### src/hw/wrc_cfg.svh
`ifndef WRC_CFG_SVH
`define WRC_CFG_SVH
// clock rate and counter width
`define WRC_CLK_KHZ       25000
`define WRC_US_PER_MS     1000
`define WRC_CNT_W         24
// timing figures in their own units
`define WRC_T_BIT_US      500
`define WRC_T_BIAS_MS     24
`define WRC_T_DEGL_MS     10
`define WRC_T_MON_PRI_MS  35
`define WRC_T_MON_STD_MS  235
`define WRC_T_ERR_FAST_MS 30
`define WRC_T_ERR_SLOW_MS 250
// character frame
`define WRC_CHAR_BITS     4'hb
`define WRC_BITS_W        4
`define WRC_DATA_BITS     8
`define WRC_START_BIT     1'b0
`define WRC_STOP_BIT      1'b1
// load current levels in mA
`define WRC_I_W           12
`define WRC_ILIM_KNEE_MA  12'h12c
`define WRC_ILIM_FIX_MA   13'h0190
`define WRC_ILIM_ADD_MA   13'h0032
`define WRC_RECT_UP_MA    12'h078
`define WRC_RECT_DN_MA    12'h064
// sensor channels: bit 0 hot, bit 1 cold
`define WRC_TS_CH         2
`endif

### src/hw/wrc_pkg.sv
package wrc_pkg;
  // rectifier operating mode
  typedef enum logic [2:0] {
    RECT_DIODE = 3'h1,
    RECT_HALF  = 3'h2,
    RECT_FULL  = 3'h4
  } wrc_rect_t;
  // temperature sense sequencer phase
  typedef enum logic [1:0] {
    TS_BIAS = 2'h1,
    TS_MON  = 2'h2
  } wrc_ts_t;
endpackage

### src/hw/wrc_biphase.sv
`include "wrc_cfg.svh"
module wrc_biphase #(
  parameter logic [`WRC_CNT_W-1:0] HALF_CYC = `WRC_CNT_W'(
    (`WRC_T_BIT_US * `WRC_CLK_KHZ + 2 * `WRC_US_PER_MS - 1)
    / (2 * `WRC_US_PER_MS))
) (
  // clock and reset
  input  logic clk,
  input  logic rst,
  // bit source
  input  logic bit_valid,
  input  logic bit_val,
  output logic bit_take,
  // modulation state
  output logic active,
  output logic mid,
  output logic cur_bit,
  output logic mod
);
  import wrc_pkg::*;

  logic [`WRC_CNT_W-1:0] cnt;
  logic                  second;
  logic                  half_end;
  logic                  boundary;

  // half-bit timing; an idle modulator starts a bit at once
  assign half_end = active && (cnt == HALF_CYC - 1'b1);
  assign boundary = !active || (half_end && second);
  assign bit_take = boundary && bit_valid;
  assign mid      = half_end && !second;

  // every bit start toggles; a one toggles again at mid-bit
  always_ff @(posedge clk or posedge rst) begin
    if (rst) begin
      cnt     <= '0;
      second  <= 1'b0;
      active  <= 1'b0;
      cur_bit <= 1'b0;
      mod     <= 1'b0;
    end else begin
      cnt    <= (half_end || !active) ? '0 : cnt + 1'b1;
      second <= bit_take ? 1'b0 : (mid ? 1'b1 : second);
      if (bit_take) begin
        active  <= 1'b1;
        cur_bit <= bit_val;
        mod     <= ~mod;
      end else if (mid && cur_bit) begin
        mod <= ~mod;
      end else if (boundary) begin
        active <= 1'b0; // nothing pending: release load
        mod    <= 1'b0;
      end
    end
  end
endmodule

### src/hw/wrc_deglitch.sv
`include "wrc_cfg.svh"
module wrc_deglitch #(
  parameter logic [`WRC_CNT_W-1:0] CYC = `WRC_CNT_W'(
    `WRC_T_DEGL_MS * `WRC_CLK_KHZ)
) (
  // clock and reset
  input  logic clk,
  input  logic rst,
  // sampled comparator
  input  logic sample_en,
  input  logic raw,
  output logic level
);
  import wrc_pkg::*;

  logic [`WRC_CNT_W-1:0] cnt;
  logic                  run;
  logic                  done;

  // any low sample or closed window restarts the count
  assign run  = sample_en && raw;
  assign done = (cnt == CYC - 1'b1);

  // level rises only after a full steady interval
  always_ff @(posedge clk or posedge rst) begin
    if (rst) begin
      cnt   <= '0;
      level <= 1'b0;
    end else begin
      cnt   <= run ? (done ? cnt : cnt + 1'b1) : '0;
      level <= run && done;
    end
  end
endmodule

### src/hw/wrc_top.sv
`include "wrc_cfg.svh"
module wrc_top #(
  parameter logic [`WRC_CNT_W-1:0] HALF_CYC = `WRC_CNT_W'(
    (`WRC_T_BIT_US * `WRC_CLK_KHZ + 2 * `WRC_US_PER_MS - 1)
    / (2 * `WRC_US_PER_MS)),
  parameter logic [`WRC_CNT_W-1:0] BIAS_CYC = `WRC_CNT_W'(
    `WRC_T_BIAS_MS * `WRC_CLK_KHZ),
  parameter logic [`WRC_CNT_W-1:0] DEGL_CYC = `WRC_CNT_W'(
    `WRC_T_DEGL_MS * `WRC_CLK_KHZ),
  parameter logic [`WRC_CNT_W-1:0] MON_PRI_CYC = `WRC_CNT_W'(
    `WRC_T_MON_PRI_MS * `WRC_CLK_KHZ),
  parameter logic [`WRC_CNT_W-1:0] MON_STD_CYC = `WRC_CNT_W'(
    `WRC_T_MON_STD_MS * `WRC_CLK_KHZ),
  parameter logic [`WRC_CNT_W-1:0] ERR_FAST_CYC = `WRC_CNT_W'(
    `WRC_T_ERR_FAST_MS * `WRC_CLK_KHZ),
  parameter logic [`WRC_CNT_W-1:0] ERR_SLOW_CYC = `WRC_CNT_W'(
    `WRC_T_ERR_SLOW_MS * `WRC_CLK_KHZ)
) (
  // clock and reset
  input  logic                    clk,
  input  logic                    rst,
  // rectifier comparators, asynchronous
  input  logic                    rectified_voltage_above_uvlo,
  input  logic                    rectified_voltage_converged,
  // load current from the on-chip converter, clk domain
  input  logic [`WRC_I_W-1:0]     iout_ma,
  // temperature comparators, asynchronous
  input  logic                    ts_hot,
  input  logic                    ts_cold,
  input  logic                    ts_above_100mv,
  // packet byte source
  input  logic [7:0]              tx_byte,
  input  logic                    tx_valid,
  output logic                    tx_ready,
  // modulator switches
  output logic                    comm_switch_a,
  output logic                    comm_switch_b,
  // supply and open-drain status pin
  output logic                    supply_en,
  output logic                    power_good_n_out,
  output logic                    power_good_oe,
  // regulation controls
  output logic [`WRC_I_W:0]       comm_ilim_ma,
  output wrc_pkg::wrc_rect_t      rect_mode,
  output logic                    err_pkt_due,
  // temperature sense
  output logic                    temp_bias_window,
  output logic                    temp_sense_control_pin_out,
  output logic                    temp_sense_control_pin_oe,
  output logic                    temp_fault,
  output logic                    host_ctrl
);
  import wrc_pkg::*;

  // two-stage synchronisers for the asynchronous comparators
  logic [4:0] sync1;
  logic [4:0] sync2;
  logic       uvlo_s;
  logic       conv_s;
  logic       hot_s;
  logic       cold_s;
  logic       ts_hi_s;

  always_ff @(posedge clk or posedge rst) begin
    if (rst) begin
      sync1 <= '0;
      sync2 <= '0;
    end else begin
      sync1 <= {ts_above_100mv, ts_cold, ts_hot,
                rectified_voltage_converged, rectified_voltage_above_uvlo};
      sync2 <= sync1;
    end
  end

  assign uvlo_s  = sync2[0];
  assign conv_s  = sync2[1];
  assign hot_s   = sync2[2];
  assign cold_s  = sync2[3];
  assign ts_hi_s = sync2[4];

  // character serialiser feeding the biphase modulator
  logic [`WRC_CHAR_BITS-1:0] shreg;
  logic [`WRC_BITS_W-1:0]    bits_left;
  logic [`WRC_BITS_W-1:0]    next_bits_left;
  logic                      load;
  logic                      bit_take;
  logic                      bp_active;
  logic                      bp_mid;
  logic                      bp_bit;
  logic                      bp_mod;
  logic [`WRC_CHAR_BITS-1:0] frame;

  // odd parity over data, start in bit 0 so LSB leaves first
  assign frame = {`WRC_STOP_BIT, ~(^tx_byte), tx_byte,
                  `WRC_START_BIT};
  assign load  = tx_valid && tx_ready;
  assign next_bits_left = load ? `WRC_CHAR_BITS :
                          (bit_take ? bits_left - 1'b1 : bits_left);

  // next byte loads a whole bit before the boundary, so
  // characters of one packet run back to back
  always_ff @(posedge clk or posedge rst) begin
    if (rst) begin
      shreg     <= '0;
      bits_left <= '0;
      tx_ready  <= 1'b0;
    end else begin
      if (load) begin
        shreg <= frame;
      end else if (bit_take) begin
        shreg <= shreg >> 1;
      end
      bits_left <= next_bits_left;
      tx_ready  <= (next_bits_left == '0);
    end
  end

  wrc_biphase #(
    .HALF_CYC (HALF_CYC)
  ) u_biphase (
    .clk       (clk),
    .rst       (rst),
    .bit_valid (bits_left != '0),
    .bit_val   (shreg[0]),
    .bit_take  (bit_take),
    .active    (bp_active),
    .mid       (bp_mid),
    .cur_bit   (bp_bit),
    .mod       (bp_mod)
  );

  // both switches carry the same modulation state
  always_ff @(posedge clk or posedge rst) begin
    if (rst) begin
      comm_switch_a <= 1'b0;
      comm_switch_b <= 1'b0;
    end else begin
      comm_switch_a <= bp_mod;
      comm_switch_b <= bp_mod;
    end
  end

  // supply enable latches on convergence, drops on fault, host control or lockout
  logic next_supply_en;
  assign next_supply_en = uvlo_s && (supply_en || conv_s)
                          && !temp_fault && !host_ctrl;

  always_ff @(posedge clk or posedge rst) begin
    if (rst) begin
      supply_en        <= 1'b0;
      power_good_oe    <= 1'b0;
      power_good_n_out <= 1'b0;
    end else begin
      supply_en        <= next_supply_en;
      power_good_oe    <= next_supply_en;
      power_good_n_out <= 1'b0;
    end
  end

  // communication current limit; the knee itself counts as low
  logic              iout_high;
  logic [`WRC_I_W:0] next_ilim;
  assign iout_high = iout_ma > `WRC_ILIM_KNEE_MA;
  assign next_ilim = iout_high ? {1'b0, iout_ma} + `WRC_ILIM_ADD_MA
                               : `WRC_ILIM_FIX_MA;

  always_ff @(posedge clk or posedge rst) begin
    if (rst) begin
      comm_ilim_ma <= `WRC_ILIM_FIX_MA;
    end else begin
      comm_ilim_ma <= next_ilim;
    end
  end

  // rectifier mode with 120/100 mA hysteresis
  wrc_rect_t next_rect;
  always_comb begin
    next_rect = rect_mode;
    unique case (rect_mode)
      RECT_DIODE: begin
        if (uvlo_s) begin
          next_rect = RECT_HALF;
        end
      end
      RECT_HALF: begin
        if (iout_ma > `WRC_RECT_UP_MA) begin
          next_rect = RECT_FULL;
        end
      end
      RECT_FULL: begin
        if (iout_ma < `WRC_RECT_DN_MA) begin
          next_rect = RECT_HALF;
        end
      end
      default: next_rect = RECT_DIODE;
    endcase
    if (!uvlo_s) begin
      next_rect = RECT_DIODE;
    end
  end

  always_ff @(posedge clk or posedge rst) begin
    if (rst) begin
      rect_mode <= RECT_DIODE;
    end else begin
      rect_mode <= next_rect;
    end
  end

  // error packet cadence; >= lets a shorter period act at once
  logic [`WRC_CNT_W-1:0] err_cnt;
  logic                  err_done;
  assign err_done = err_cnt >=
                    (conv_s ? ERR_SLOW_CYC : ERR_FAST_CYC) - 1'b1;

  always_ff @(posedge clk or posedge rst) begin
    if (rst) begin
      err_cnt     <= '0;
      err_pkt_due <= 1'b0;
    end else begin
      err_cnt     <= (err_done || !uvlo_s) ? '0 : err_cnt + 1'b1;
      err_pkt_due <= err_done && uvlo_s;
    end
  end

  // temperature sense sequencer: bias window, then unbiased watch
  wrc_ts_t               ts_state;
  wrc_ts_t               next_ts;
  logic [`WRC_CNT_W-1:0] ts_cnt;
  logic                  bias_end;
  logic                  mon_end;
  logic                  mon_hit;
  logic                  host_seen;
  logic [`WRC_TS_CH-1:0] ts_raw;
  logic [`WRC_TS_CH-1:0] ts_degl;

  // priority period while the rectifier is still converging
  assign bias_end = (ts_state == TS_BIAS)
                    && (ts_cnt == BIAS_CYC - 1'b1);
  assign mon_end  = (ts_state == TS_MON) && (ts_cnt >=
                    (conv_s ? MON_STD_CYC : MON_PRI_CYC) - 1'b1);
  assign mon_hit  = (ts_state == TS_MON) && ts_hi_s;
  assign ts_raw   = {cold_s, hot_s};

  always_comb begin
    next_ts = ts_state;
    unique case (ts_state)
      TS_BIAS: begin
        if (bias_end) begin
          next_ts = TS_MON;
        end
      end
      TS_MON: begin
        if (mon_end) begin
          next_ts = TS_BIAS;
        end
      end
      default: next_ts = TS_BIAS;
    endcase
  end

  always_ff @(posedge clk or posedge rst) begin
    if (rst) begin
      ts_state                   <= TS_MON;
      ts_cnt                     <= '1; // first window runs full
      temp_bias_window           <= 1'b0;
      temp_sense_control_pin_out <= 1'b0;
      temp_sense_control_pin_oe  <= 1'b0;
    end else begin
      ts_state <= next_ts;
      ts_cnt   <= (bias_end || mon_end) ? '0 : ts_cnt + 1'b1;
      temp_bias_window           <= (next_ts == TS_BIAS);
      temp_sense_control_pin_out <= 1'b1;
      temp_sense_control_pin_oe  <= (next_ts == TS_BIAS);
    end
  end

  // one deglitch filter each for hot and cold, live only in the window
  genvar ch;
  generate
    for (ch = 0; ch < `WRC_TS_CH; ch++) begin : g_degl
      wrc_deglitch #(
        .CYC (DEGL_CYC)
      ) u_degl (
        .clk       (clk),
        .rst       (rst),
        .sample_en (ts_state == TS_BIAS),
        .raw       (ts_raw[ch]),
        .level     (ts_degl[ch])
      );
    end
  endgenerate

  // fault re-judged at every window end; a detection inside
  // the window takes effect at once
  always_ff @(posedge clk or posedge rst) begin
    if (rst) begin
      temp_fault <= 1'b0;
      host_seen  <= 1'b0;
      host_ctrl  <= 1'b0;
    end else begin
      temp_fault <= bias_end ? |ts_degl
                             : (temp_fault || |ts_degl);
      host_seen  <= bias_end ? 1'b0 : (host_seen || mon_hit);
      host_ctrl  <= mon_end ? (host_seen || mon_hit)
                            : (host_ctrl || mon_hit);
    end
  end

  // helper counters for long intervals
  logic [`WRC_CNT_W-1:0] gap_cnt;
  logic                  gap_run;
  logic [`WRC_CNT_W-1:0] bias_len;

  always_ff @(posedge clk or posedge rst) begin
    if (rst) begin
      gap_cnt  <= '0;
      gap_run  <= 1'b0;
      bias_len <= '0;
    end else begin
      gap_cnt  <= bit_take ? '0 : gap_cnt + 1'b1;
      gap_run  <= bit_take ? 1'b1 : (gap_run && bp_active);
      bias_len <= temp_bias_window ? bias_len + 1'b1 : '0;
    end
  end

  chk_pg_follows_supply: assert property (
    @(posedge clk) disable iff (rst)
    power_good_oe == supply_en && !power_good_n_out)
    else $error("power-good pin not tracking supply enable");

  chk_supply_needs_conv: assert property (
    @(posedge clk) disable iff (rst)
    $rose(supply_en) |-> $past(conv_s) && $past(uvlo_s))
    else $error("supply enabled before convergence");

  chk_bit_period_len: assert property (
    @(posedge clk) disable iff (rst)
    bit_take && gap_run |-> gap_cnt == 2 * HALF_CYC - 1'b1)
    else $error("bit period length wrong");

  chk_biphase_mid: assert property (
    @(posedge clk) disable iff (rst)
    bp_mid |=> (bp_mod != $past(bp_mod)) == $past(bp_bit))
    else $error("mid-bit transition does not match bit value");

  chk_biphase_edge: assert property (
    @(posedge clk) disable iff (rst)
    bit_take |=> bp_mod != $past(bp_mod) ##1
    comm_switch_a == $past(bp_mod))
    else $error("missing transition at bit boundary");

  chk_char_frame: assert property (
    @(posedge clk) disable iff (rst)
    load |=> shreg[0] == `WRC_START_BIT
    && shreg[`WRC_CHAR_BITS-1] == `WRC_STOP_BIT
    && shreg[`WRC_DATA_BITS:1] == $past(tx_byte)
    && ^shreg[`WRC_DATA_BITS+1:1])
    else $error("character frame malformed");

  chk_char_bits: assert property (
    @(posedge clk) disable iff (rst)
    load |=> bits_left == `WRC_CHAR_BITS && !tx_ready)
    else $error("character does not hold eleven bits");

  chk_switch_pair: assert property (
    @(posedge clk) disable iff (rst)
    comm_switch_a == comm_switch_b)
    else $error("communication switches disagree");

  chk_idle_open: assert property (
    @(posedge clk) disable iff (rst)
    !bp_active && !bit_take |=> !comm_switch_a ##1 !comm_switch_a)
    else $error("switch closed with nothing to send");

  chk_ilim_value: assert property (
    @(posedge clk) disable iff (rst)
    ##1 comm_ilim_ma == (($past(iout_ma) > `WRC_ILIM_KNEE_MA)
      ? {1'b0, $past(iout_ma)} + `WRC_ILIM_ADD_MA
      : `WRC_ILIM_FIX_MA))
    else $error("communication current limit wrong");

  chk_rect_lockout: assert property (
    @(posedge clk) disable iff (rst)
    !uvlo_s |=> rect_mode == RECT_DIODE)
    else $error("synchronous rectifier on below lockout");

  chk_rect_rise: assert property (
    @(posedge clk) disable iff (rst)
    rect_mode == RECT_HALF && uvlo_s && iout_ma > `WRC_RECT_UP_MA
    |=> rect_mode == RECT_FULL)
    else $error("full synchronous mode not entered");

  chk_rect_hold: assert property (
    @(posedge clk) disable iff (rst)
    rect_mode == RECT_FULL && uvlo_s
    |=> rect_mode == ($past(iout_ma) < `WRC_RECT_DN_MA
                      ? RECT_HALF : RECT_FULL))
    else $error("full synchronous hysteresis broken");

  chk_bias_len: assert property (
    @(posedge clk) disable iff (rst)
    $fell(temp_bias_window) |-> $past(bias_len) == BIAS_CYC - 1'b1)
    else $error("bias window length wrong");

  chk_bias_float: assert property (
    @(posedge clk) disable iff (rst)
    temp_sense_control_pin_oe == temp_bias_window)
    else $error("bias pin driven outside window");

  chk_host_flag: assert property (
    @(posedge clk) disable iff (rst)
    mon_hit |=> host_ctrl ##1 host_ctrl)
    else $error("host drive not flagged");

  chk_err_pulse: assert property (
    @(posedge clk) disable iff (rst)
    err_pkt_due |-> !$past(err_pkt_due) && $past(uvlo_s))
    else $error("error packet cadence broken");

  cov_char_sent: cover property (
    @(posedge clk) disable iff (rst) load ##1 bit_take);
  cov_rect_full: cover property (
    @(posedge clk) disable iff (rst) rect_mode == RECT_FULL);
  cov_host_seen: cover property (
    @(posedge clk) disable iff (rst) $rose(host_ctrl));
  cov_temp_fault: cover property (
    @(posedge clk) disable iff (rst) $rose(temp_fault));
endmodule

### config.mk
export PLATFORM = sky130hd
export DESIGN_NAME = wrc_top
export DESIGN_NICKNAME = d
export VERILOG_FILES = /design/src/hw/wrc_pkg.sv /design/src/hw/wrc_biphase.sv /design/src/hw/wrc_deglitch.sv /design/src/hw/wrc_top.sv
export VERILOG_INCLUDE_DIRS = /design/src /design/src/hw
export SDC_FILE = /design/constraint.sdc
export NUM_CORES = 1
export LEC_CHECK = 0
export BUFFER_PORTS_ARGS = -buffer_cell sky130_fd_sc_hd__buf_2
export CORE_MARGIN = 4
export CORE_UTILIZATION = 30
export CTS_CLUSTER_DIAMETER = 200
export CTS_CLUSTER_SIZE = 24
export DETAILED_ROUTE_END_ITERATION = 8
export GPL_TIMING_DRIVEN = 0
export PLACE_DENSITY = 0.52
export SLEW_MARGIN = 20
export SYNTH_ARGS = -nofsm -noshare
export SYNTH_HDL_FRONTEND = slang
export SYNTH_SLANG_ARGS = --single-unit
### constraint.sdc
create_clock -name clk -period 8.6 [get_ports clk]
set_input_delay 1.29 -clock clk [delete_from_list [all_inputs] [get_ports clk]]
set_output_delay 1.29 -clock clk [all_outputs]
set_load 0.005 [all_outputs]
==> reports/qor.yml <==
synth_fa_ha_area_share_pct: 4.330
cts_resized: 0
die_w_um: 180.8
synth.top_cell.area_share_pct: 41.63
diodes: 0
cts-buffers-inserted: 17
cts_tree: "built"
die_h_um: 180.8
synth_edf_count: 0
dr.first_iter.drc_count: 388
path_common_cell: "nand2_1"
routabilityCongestion: 0.7661
final_nets: 1037
intPower_uw: 1289
yosysWarnings: 0
ir_drop_v: 0.0001001
clock-sinks: 178
port_buffers: 53
synth.area.top_cells: "dfrtp_1 42%, dfstp_2 8.5%, nor2_1 7.2%, xnor2_1 6.4%, xor2_1 5.6%"
synth_area_mm2: 0.008957
antenna_found_initial: 0
path_cells: "inv_1, ha_1, nor4bb_1, nand2_1, o311ai_0, o21ai_0, nand2_1, buf_2, nor2_1"
wl_per_cell_um: 13.04
setup_viol: 0
ys_seq_elements: 178
p_switching_uw: 402.6
synth_cells: 904
avgSynthCellArea_um2: 9.909
cts_hold_buf: 0
fmax_mhz: 329.4
ys_async_sr_fraction_pct: 100.0
cp_max_fo: 12
num_vias: 6407
core-area_mm2: 0.02909
period_minus_slack_ps: 3036
pin_count: 56
drive_gt1_share_pct: 14.53
post_drt_via_cell_ratio: 4.660
synth-main-ff-cell: "dfrtp_1"
syn_nets: 963
arrival_ps: 3340
areaGrowthSynthToFinish_pct: 15.18
p_clk_share_pct: 43.3
power_frac_seq_pct: 51.4
start_util_pct: 30.79
required_ps: 8910
p_comb_share_pct: 5.3
seq_area_frac_synth_pct: 50.13
globalRoute.totalOverflow: 0
rows: 62
cp_slowest_cell: "dfrtp_1"
clkTransAtPathRegs_ps: 70
rsz0062_at_grt: "no"
maxSlewViolCount: 0
grt_pass1_wl_um: 31410
synth_top_family_by_area: "simple AND/OR/NAND/NOR gates"
yosysTopAreaCell: "dfrtp_1"
grt_max_degree: 78
fill_cells: 2957
grtUsageTotal_pct: 11.38
drc: 0
synth-xor-area-share_pct: 11.93
holdWs_ps: 348.9
cap_violations: 0
worst_pin_slew_ps: 891.5
power_leakage_uw: 0.004464
fin_tns_setup_ps: 0
critPathKind: "flip-flop to flip-flop"
antenna_left: 0
cpPeakStageDelay_ps: 670
clk_latency_ps: 430
fin_skew_ps: 10.97
grt_pass1_vias: 6525
clock_path_buffers: 2
status: "complete, no violations"
clock-root-buffer: "clkbuf_16"
power_density_mw_per_mm2: 163.9
max_slew_margin_pct: 40.11
period_share_pct: 35.30
endpoint_kind: "flip-flop"
start_kind: "flip-flop"
dp_hpwl_um: 12630
wl_um: 17930
ctsHtreeMaxLevel: 4
firstDrtPassIters: 4
hp-class: "flip-flop to flip-flop"
swShare_pct: 23.81
synth-simple-area-share_pct: 24.31
muxShareOfSynthArea_pct: 1.718
synth-compound-area-share_pct: 5.266
die_area_mm2: 0.03269
synth_cell_types: 60
finalHoldViolations: 0
cts_setup_buffers: 0
-- synthesized netlist by cell type (all sizes together), types with 9 or more instances --
| master | count |
|---|---|
| and4 | 11 |
| dfrtp | 149 |
| mux2i | 12 |
| nor3 | 17 |
| or3 | 9 |
| xnor2 | 65 |
| nor4b | 9 |
| ha | 31 |
| clkbuf | 10 |
| xor2 | 57 |
| buf | 12 |
| o21ai | 18 |
| nand3 | 44 |
| nor4 | 13 |
| dfstp | 29 |
| nor2 | 174 |
| nand2 | 67 |
| inv | 21 |
| nand4 | 37 |
| a21oi | 35 |
| and3 | 20 |
-- area by class of cell --
type                    instances  area (µm²)  area share (%)
flip-flops and latches        178        4491           43.52
multi-input cells             683        4267           41.35
well taps                     384       480.5           4.657
clock buffers                  22       474.2           4.596
repair buffers                 55       320.3           3.105
plain buffers                  22       121.4           1.176
inverters                      21       86.33          0.8368
clock inverters                10       77.57          0.7519
-- kinds of logic after synthesis --
logic type | after synthesis
other | 2
AO/OA/AOI/OAI | 78
flip-flops | 178
adder cells (fa/ha/maj) | 31
XOR/XNOR | 122
multiplexers | 15
AND/OR/NAND/NOR | 435
buffers and inverters | 43
-- stage by stage --
stage	setup slack, ps	cells	cell area (µm²)	util [%]	total power [µW]
after floorplan	2528	904	8957	-	936.6
after global placement	144.7	1341	9703	33.35	974.3
after detailed placement	5475	1343	9766	33.57	978.8
after CTS	5415	1375	10320	35.47	1723
after global routing	5252	1375	10320	35.47	1774
final	5564	1375	10320	35.47	1691
-- placed cells by master (no fill, tap or decap), drive strengths merged, types with 11 or more instances in the layout --
master  Yosys  routed
nor2      174     174
dfrtp     149     149
nand2      67      67
buf        12      67
xnor2      65      65
xor2       57      57
nand3      44      44
nand4      37      37
a21oi      35      35
clkbuf     10      32
ha         31      31
dfstp      29      29
inv        21      23
and3       20      20
o21ai      18      18
nor3       17      17
nor4       13      13
mux2i      12      12
and4       11      11
-- registers in the layout (all words and copies together) (netlist names), 2 cells and up --
name / flops
bits_left: 4
comm_ilim_ma: 13
err_cnt: 24
g_degl.u_degl.cnt: 48
g_degl.u_degl.level: 2
rect_mode: 3
shreg: 11
sync1: 5
sync2: 5
ts_cnt: 24
ts_state: 2
u_biphase.cnt: 24
-- worst paths after layout --
check | startpoint | endpoint | slack (ps) | cells after the start
worst min-delay path | sync1[1] | sync2[1] | 350 | 0
worst max register to register | sync2[1] | err_cnt[9] | 5560 | 9
worst max-delay path | sync2[1] | err_cnt[9] | 5560 | 9
max in group asynchronous | rst | comm_ilim_ma[4] | 6730 | 4
min in group asynchronous | rst | shreg[2] | 820 | 2
worst min register to register | sync1[1] | sync2[1] | 350 | 0
-- per-layer routing --
layer	wire length (µm)	global-route usage, %	up-vias
li1	-	-	3266
met1	8954	15.62	3057
met2	8306	18.25	64
met3	393	2.252	20
met4	274	3.479	0
met5	0	0	-
-- critical path: cells and delay by family, from the launching register on --
| kind | cells | cell delay, ps |
|---|---|---|
| buffers and inverters | 2 | 630 |
| adders and majority gates | 1 | 410 |
| DFF | 1 | 670 |
| and+or+nand+nor | 4 | 660 |
| AOI/OAI and AO/OA | 2 | 550 |
-- power groups by stage --
| stage | registers [µW] | logic, µW | clock network [µW] |
|---|---|---|---|
| floorplan | 883 | 53.8 | 0 |
| global placement | 885 | 88.9 | 0 |
| detailed placement | 885 | 93.5 | 0 |
| CTS | 870 | 93.6 | 760 |
| global route | 872 | 104 | 798 |
| finish | 869 | 89.7 | 732 |
Note: power is estimated with default switching activity, not from simulation.
